--- src/hdl/ssr_pkg.sv ---
`default_nettype none
package ssr_pkg;
    // Clock and line timing
    localparam int CLK_PERIOD_NS = 25;
    // Unit interval, arbitrary 110 kbaud line rate
    localparam int UNIT_NS       = 9091;
    localparam int UNIT_CYC      = (UNIT_NS + CLK_PERIOD_NS - 1) / CLK_PERIOD_NS;

    // Frame layout in units
    localparam int FRAME_UNITS = 11;
    localparam int START_UNITS = 1;
    localparam int DATA_BITS   = 8;
    localparam int STOP_UNITS  = 2;

    // Sampling phase resolution (steps per unit)
    localparam int PHASE_STEPS = 256;

    // Function cycle timing in divider ticks
    localparam int FN_PRINT_TICK = 4;
    localparam int FN_ADV_TICK   = 8;
    localparam int FN_LEN_TICKS  = 10;
    localparam int FN_TW         = 4;

    // Line levels
    localparam logic MARK  = 1'b1;
    localparam logic SPACE = 1'b0;

    // Code classes
    localparam logic [6:0] GRAPHIC_MIN = 7'h20;
    localparam logic [6:0] DEL_CODE    = 7'h7F;
    localparam logic [7:0] BLANK_CODE  = 8'h00;

    typedef enum logic [1:0] {SEL_REST, SEL_START, SEL_BITS, SEL_STOP} ssr_sel_state_t;
    typedef enum logic {FN_IDLE, FN_RUN} ssr_fn_state_t;

    typedef struct packed {
        logic       punch;
        logic       feed_hole;
        logic [7:0] holes;
        logic       print;
        logic       red;
        logic       advance;
    } ssr_fn_out_t;

    typedef struct packed {
        logic       valid;
        logic [7:0] code;
        logic       frame_err;
        logic       parity_err;
    } ssr_rx_out_t;
endpackage
`default_nettype wire

--- src/hdl/ssr_receiver.sv ---
`timescale 1ns/10ps
`default_nettype none
module ssr_receiver
    import ssr_pkg::*;
#(
    parameter int UNIT_CYC_P = UNIT_CYC
) (
    input  wire logic              core_clk_i,
    input  wire logic              nrst_i,
    input  wire logic              line_i,
    input  wire logic signed [7:0] sample_ofs_i,
    input  wire logic              parity_even_i,
    input  wire logic              mono_colour_i,
    input  wire logic              feed_out_req_i,
    output ssr_rx_out_t            rx_o,
    output ssr_fn_out_t            fn_o,
    output logic                   at_rest_o,
    output logic                   fn_busy_o
);

    localparam int CW = $clog2(UNIT_CYC_P + 1);
    localparam int PHASE_STEP = UNIT_CYC_P / PHASE_STEPS;
    localparam int HALF_UNIT  = UNIT_CYC_P / 2;
    localparam logic [CW-1:0] UNIT_LAST = CW'(UNIT_CYC_P - 1);
    localparam logic [2:0] LAST_BIT = 3'(DATA_BITS - 1);

    function automatic logic is_control(input logic [7:0] c);
        is_control = (c[6:0] < GRAPHIC_MIN) || (c[6:0] == DEL_CODE);
    endfunction

    // Function cycle events fall on one divider tick each
    function automatic logic tick_is(input logic [FN_TW-1:0] t, input int n);
        tick_is = (t == FN_TW'(n - 1));
    endfunction

    // Selecting cycle state
    ssr_sel_state_t sel_q, sel_d;
    logic [CW-1:0]  sel_cnt_q, sel_cnt_d;
    logic [2:0]     bit_q, bit_d;
    logic [7:0]     code_q, code_d;
    logic           line_prev_q;

    // Function cycle state
    ssr_fn_state_t  fn_q, fn_d;
    logic [CW-1:0]  div_q;
    logic [FN_TW-1:0] fn_tick_q, fn_tick_d;
    logic           pend_q, pend_d;
    logic           pend_feed_q, pend_feed_d;
    logic [7:0]     pend_code_q, pend_code_d;
    logic [7:0]     fn_code_q, fn_code_d;
    logic           fn_feed_q, fn_feed_d;

    ssr_rx_out_t    rx_d;
    ssr_fn_out_t    fn_out_d;

    // Sampling point and unit boundaries
    logic signed [31:0] samp_int;
    logic [CW-1:0]      samp_pt;
    logic               at_sample;
    logic               unit_end;
    logic               start_edge;
    logic               last_bit;
    logic               sel_trip;
    logic [7:0]         code_next;

    // Offset steps move the sample point away from the unit centre
    assign samp_int   = HALF_UNIT + int'(sample_ofs_i) * PHASE_STEP;
    assign samp_pt    = CW'(samp_int);
    assign at_sample  = (sel_cnt_q == samp_pt);
    assign unit_end   = (sel_cnt_q == UNIT_LAST);
    assign start_edge = (line_prev_q == MARK) && (line_i == SPACE);
    assign last_bit   = (bit_q == LAST_BIT);
    assign sel_trip   = (sel_q == SEL_BITS) && at_sample && last_bit;
    assign code_next  = code_q | (8'(line_i) << bit_q);

    // Free-running drive ticks
    logic               div_tick;
    logic               fn_run;
    logic               fn_take;
    logic               fn_done;
    logic               print_now;
    logic               adv_now;
    logic               suppress;
    logic               char_pend;

    assign div_tick  = (div_q == UNIT_LAST);
    assign fn_run    = (fn_q == FN_RUN);
    assign fn_take   = (fn_q == FN_IDLE) && pend_q;
    assign fn_done   = fn_run && div_tick && tick_is(fn_tick_q, FN_LEN_TICKS);
    assign print_now = fn_run && div_tick && tick_is(fn_tick_q, FN_PRINT_TICK);
    assign adv_now   = fn_run && div_tick && tick_is(fn_tick_q, FN_ADV_TICK);
    // Feed-out tape is blank, so nothing is printed for it
    assign suppress  = fn_feed_q || (mono_colour_i && is_control(fn_code_q));
    // A queued character is never displaced by a feed request
    assign char_pend = pend_q && !pend_feed_q && !fn_take;

    always_comb begin
        sel_d     = sel_q;
        sel_cnt_d = unit_end ? '0 : sel_cnt_q + CW'(1);
        bit_d     = bit_q;
        code_d    = code_q;
        rx_d      = '0;
        rx_d.code = rx_o.code;
        unique case (sel_q)
            SEL_REST: begin
                sel_cnt_d = '0;
                if (start_edge) begin
                    sel_d     = SEL_START;
                    sel_cnt_d = CW'(1);
                    bit_d     = '0;
                    code_d    = '0;
                end
            end
            SEL_START: begin
                // False start: line back to marking at the sample point
                if (at_sample && line_i == MARK) begin
                    sel_d = SEL_REST;
                end else if (unit_end) begin
                    sel_d = SEL_BITS;
                end
            end
            SEL_BITS: begin
                if (at_sample) begin
                    code_d = code_next;
                end
                if (unit_end) begin
                    bit_d = bit_q + 3'd1;
                    if (last_bit) begin
                        sel_d = SEL_STOP;
                    end
                end
            end
            SEL_STOP: begin
                // Second stop unit is not waited for
                if (at_sample) begin
                    sel_d           = SEL_REST;
                    rx_d.valid      = 1'b1;
                    rx_d.code       = code_q;
                    rx_d.frame_err  = (line_i == SPACE);
                    rx_d.parity_err = parity_even_i && ^code_q;
                end
            end
        endcase
    end

    // Trip requests queue one behind a running function cycle
    always_comb begin
        pend_d      = pend_q && !fn_take;
        pend_feed_d = pend_feed_q;
        pend_code_d = pend_code_q;
        if (sel_trip) begin
            pend_d      = 1'b1;
            pend_feed_d = 1'b0;
            pend_code_d = code_next;
        end else if (feed_out_req_i && !char_pend) begin
            pend_d      = 1'b1;
            pend_feed_d = 1'b1;
            pend_code_d = BLANK_CODE;
        end
    end

    always_comb begin
        fn_d      = fn_q;
        fn_tick_d = fn_tick_q;
        fn_code_d = fn_code_q;
        fn_feed_d = fn_feed_q;
        fn_out_d  = '0;
        fn_out_d.holes = fn_o.holes;
        unique case (fn_q)
            FN_IDLE: begin
                if (pend_q) begin
                    fn_d      = FN_RUN;
                    fn_tick_d = '0;
                    fn_code_d = pend_code_q;
                    fn_feed_d = pend_feed_q;
                    fn_out_d.punch     = 1'b1;
                    fn_out_d.feed_hole = 1'b1;
                    fn_out_d.holes     = pend_code_q;
                end
            end
            FN_RUN: begin
                if (div_tick) begin
                    fn_tick_d = fn_tick_q + FN_TW'(1);
                end
                if (print_now && !suppress) begin
                    fn_out_d.print = 1'b1;
                    fn_out_d.red   = fn_code_q[5] ^ fn_code_q[6];
                end
                if (adv_now) begin
                    fn_out_d.advance = 1'b1;
                end
                if (fn_done) begin
                    fn_d = FN_IDLE;
                end
            end
        endcase
    end

    always_ff @(posedge core_clk_i or negedge nrst_i) begin
        if (!nrst_i) begin
            sel_q     <= SEL_REST;
            sel_cnt_q <= '0;
            bit_q     <= '0;
        end else begin
            sel_q     <= sel_d;
            sel_cnt_q <= sel_cnt_d;
            bit_q     <= bit_d;
        end
    end

    // Assembled code bits, cleared at each start unit
    always_ff @(posedge core_clk_i or negedge nrst_i) begin
        if (!nrst_i) begin
            code_q <= '0;
        end else begin
            code_q <= code_d;
        end
    end

    // Line history resets to marking: a line held spacing from reset starts one frame
    always_ff @(posedge core_clk_i or negedge nrst_i) begin
        if (!nrst_i) begin
            line_prev_q <= MARK;
        end else begin
            line_prev_q <= line_i;
        end
    end

    always_ff @(posedge core_clk_i or negedge nrst_i) begin
        if (!nrst_i) begin
            div_q <= '0;
        end else begin
            div_q <= div_tick ? '0 : div_q + CW'(1);
        end
    end

    always_ff @(posedge core_clk_i or negedge nrst_i) begin
        if (!nrst_i) begin
            fn_q      <= FN_IDLE;
            fn_tick_q <= '0;
            fn_code_q <= '0;
            fn_feed_q <= 1'b0;
        end else begin
            fn_q      <= fn_d;
            fn_tick_q <= fn_tick_d;
            fn_code_q <= fn_code_d;
            fn_feed_q <= fn_feed_d;
        end
    end

    // One-deep slot for the next function trip
    always_ff @(posedge core_clk_i or negedge nrst_i) begin
        if (!nrst_i) begin
            pend_q      <= 1'b0;
            pend_feed_q <= 1'b0;
            pend_code_q <= '0;
        end else begin
            pend_q      <= pend_d;
            pend_feed_q <= pend_feed_d;
            pend_code_q <= pend_code_d;
        end
    end

    // Top outputs come straight from flip-flops
    always_ff @(posedge core_clk_i or negedge nrst_i) begin
        if (!nrst_i) begin
            rx_o <= '0;
            fn_o <= '0;
        end else begin
            rx_o <= rx_d;
            fn_o <= fn_out_d;
        end
    end

    always_ff @(posedge core_clk_i or negedge nrst_i) begin
        if (!nrst_i) begin
            at_rest_o <= 1'b1;
            fn_busy_o <= 1'b0;
        end else begin
            at_rest_o <= (sel_d == SEL_REST);
            fn_busy_o <= (fn_d == FN_RUN);
        end
    end

endmodule // ssr_receiver
`default_nettype wire

--- config.mk ---
export PLATFORM = sky130hd
export DESIGN_NAME = ssr_receiver
export DESIGN_NICKNAME = d
export VERILOG_FILES = /design/src/hdl/ssr_pkg.sv /design/src/hdl/ssr_receiver.sv
export SDC_FILE = /design/constraint.sdc
export NUM_CORES = 1
export LEC_CHECK = 0
export BUFFER_PORTS_ARGS = -buffer_cell sky130_fd_sc_hd__buf_2
export CAP_MARGIN = 20
export CORE_ASPECT_RATIO = 1.1
export CORE_MARGIN = 4
export CORE_UTILIZATION = 25
export CTS_BUF_LIST = sky130_fd_sc_hd__clkbuf_8
export CTS_CLUSTER_DIAMETER = 120
export CTS_CLUSTER_SIZE = 25
export DETAILED_ROUTE_END_ITERATION = 8
export GPL_TIMING_DRIVEN = 0
export HOLD_SLACK_MARGIN = 0.12
export SLEW_MARGIN = 20
export SYNTH_ARGS = -nofsm -noshare
export SYNTH_HDL_FRONTEND = slang
export SYNTH_SLANG_ARGS = --single-unit
--- constraint.sdc ---
create_clock -name core_clk_i -period 3.7 [get_ports core_clk_i]
set_input_delay 0.37 -clock core_clk_i [delete_from_list [all_inputs] [get_ports core_clk_i]]
set_output_delay 0.37 -clock core_clk_i [all_outputs]
set_load 0.1 [all_outputs]
==> flow_summary.json <==
{
  "synth-seq-cells": 72,
  "rrSetupSlack_ns": 1.26,
  "slew_viol_final": 0,
  "grt_first_pass_wirelength_mm": 12.2,
  "place.gp.congestion": 0.787,
  "path_buf_inv": 1,
  "areaGrowthSynthToFinish_pct": 19.6,
  "dieArea_um2": 15900,
  "finalCriticalPeriod_ns": 2.44,
  "place_ws_ns": 1.10,
  "yosysWarnings": 0,
  "hold_violations": 0,
  "crit_type": "flop to flop",
  "wl_per_cell_um": 12.4,
  "synth_top_cell_by_area": "dfrtp_1",
  "cp.required_ns": 3.93,
  "clock.fmax_mhz": 410,
  "cp.arrival_ns": 2.67,
  "synthCells": 329,
  "yosys.area.top_type_share": 0.503,
  "crit_family": "simple AND/OR/NAND/NOR gates",
  "holdPathEnd": "fn_o[2]",
  "synth_edf_count": 0,
  "drt_iter0_markers": 137,
  "holdPathStages": 2,
  "vias": 2493,
  "diodes": 0,
  "grt_usage": 0.0950,
  "cts_buffers": 9,
  "skew_ns": 0.00904,
  "drt_wl_total_mm": 7.09,
  "max_cap_violations": 0,
  "coreArea_um2": 13400,
  "synthTopCellsByArea": "dfrtp_1 (50%), nand2_1 (5.3%), mux2i_1 (4.9%)",
  "clkTransAtPathRegs_ns": 0.08,
  "synth.avg_cell_area_um2": 10.6,
  "grt_start_max_net_pins": 57,
  "worst_ir_drop_vdd_mv": 0.290,
  "whs_ns": 0.231,
  "clockBufferDepth": 2,
  "clock-root-buffer": "clkbuf_8",
  "grt-ovfl-total": 0,
  "hp-class": "input pin to flop",
  "r2r_start": "sel_cnt_q[6]",
  "synth-async-reset-ratio": 1.00,
  "final_antenna_net_count": 0,
  "slowest_delay_ns": 0.46,
  "final_cell_mix": "dfrtp_1 (70), nand2_1 (49), buf_2 (40)",
  "worstRegToRegCells": 7,
  "h-tree-depth": 3,
  "setup_viol": 0,
  "antenna_found_initial": 0,
  "drive_gt1_frac": 0.196,
  "first_pass_iters": 4,
  "rsz0062_at_grt": "no",
  "syn-cell-area_um2": 3480,
  "final_common_cell": "dfrtp_1",
  "status": "finished clean",
  "seq_area_frac_synth": 0.519,
  "rows": 44,
  "r2r_end": "rx_o[9]",
  "nNetsFinal": 404,
  "synth_nets": 351,
  "grt_pass1_vias": 2535,
  "power_density_nw_per_um2": 463,
  "slew_headroom": 0.398,
  "worstHoldStart": "mono_colour_i",
  "io_buffers": 39,
  "clkSinkCount": 72,
  "dpl.hpwl_mm": 5.30,
  "utilization": 0.310,
  "fin_ws_ns": 1.26,
  "die_x_um": 120,
  "cp-end-kind": "flop",
  "die_y_um": 132,
  "pin_count": 40,
  "clk_latency_ns": 0.35,
  "tns_ns": 0,
  "synthFlopType": "dfrtp_1",
  "cp-start-kind": "flop",
  "period_share": 0.659,
  "route.detailed.drc": 0,
  "critPathMaxFanout": 9,
  "placed_area_um2": 3940,
  "start_util": 0.259,
  "synth_cell_types": 52,
  "critPathSlowestCell": "dfrtp_1",
  "vias_per_cell": 4.37,
  "cts_tree": "built",
  "cp_cell_sequence": "or3_1 > o211ai_2 > and4bb_1 > a211oi_2 > or4b_1 > buf_6 > mux2_4",
  "p_leak_nw": 2.05,
  "fin_area_um2": 4160,
  "worst_pin_slew_ns": 0.893
}
## Yosys cell counts, drive strengths merged (2+ instances only)
library cell	number
dfrtp	70
nand2	49
nor2	22
nand3	18
mux2i	17
o21ai	17
xnor2	16
inv	13
xor2	13
ha	8
mux2	8
nand4	7
a21oi	6
clkbuf	6
nor2b	6
buf	5
a31oi	4
nand2b	4
o21a	4
and3	3
nor4	3
or4b	3
and2	2
dfstp	2
o211ai	2
o21bai	2
## what timing repair did
action / CTS / global route
resized for setup: 0 / 0
buffers inserted: 0 / 0
endpoints found under the hold margin: 16 / 1
hold buffers: 1 / 1
## logic make-up after synthesis
family,after synthesis,share of synthesized area
flip-flops,72,0.519
XOR/XNOR,29,0.0730
AO/OA/AOI/OAI,42,0.0784
multiplexers,25,0.0834
AND/OR/NAND/NOR,129,0.187
adder cells (fa/ha/maj),8,0.0288
buffers and inverters,24,0.0309
## per-stage QoR
stage | power (mW) | std cells
global route | 2.05 | 571
detailed placement | 1.31 | 553
CTS | 1.95 | 570
floorplan | 1.20 | 329
global placement | 1.30 | 552
finish | 1.93 | 571
## worst reg2reg max path: cells and delay by family (launching register included)
kind | cells | cell delay [ns]
compound gates | 2 | 0.52
buf+inv | 1 | 0.17
flops | 1 | 0.46
mux | 1 | 0.31
simple gates | 3 | 0.86
## worst max-delay path by stage
| stage | cells after the start | endpoint | startpoint | slack, ns |
|---|---|---|---|---|
| 2_1_floorplan | 9 | rx_o[2] | sample_ofs_i[1] | 1.41 |
| 3_3_place_gp | 10 | rx_o[2] | sample_ofs_i[1] | 1.12 |
| 3_5_place_dp | 10 | rx_o[2] | sample_ofs_i[1] | 1.10 |
| 4_1_cts | 7 | rx_o[2] | sel_cnt_q[6] | 1.24 |
| 5_1_grt | 7 | rx_o[2] | sel_cnt_q[6] | 1.10 |
| 6_report | 7 | rx_o[9] | sel_cnt_q[6] | 1.26 |
## power breakdown
part	switching, mW	internal (mW)	leakage [nW]
registers	0.0936	0.849	0.938
clock network	0.302	0.332	0.102
logic	0.198	0.152	1.01
## flip-flops by register name, indices dropped and copies added, names as in the netlist
name,count
pend_code_q,8
sel_q,2
div_q,9
fn_tick_q,4
fn_feed_q,1
fn_busy_o,1
rx_o,11
pend_feed_q,1
fn_o,12
at_rest_o,1
sel_cnt_q,9
code_q,8
pend_q,1
line_prev_q,1
bit_q,3
## routing by layer
| metal | share of wire | global-route usage | vias up |
|---|---|---|---|
| li1 | - | - | 1236 |
| met1 | 0.46 | 0.121 | 1211 |
| met2 | 0.49 | 0.153 | 37 |
| met3 | 0.040 | 0.0326 | 9 |
| met4 | 0.013 | 0.0283 | 0 |
| met5 | 0 | 0 | - |
## cell type report
class	instances	area, µm²
plain buffers	11	58.8
clock buffers	10	138
clock inverters	6	68.8
fillers	1449	9270
inverters	13	48.8
multi-input cells	233	1570
flip-flops and latches	72	1800
well taps	184	230
repair buffers	42	245
No activity file was read; power rests on OpenSTA's default activity.
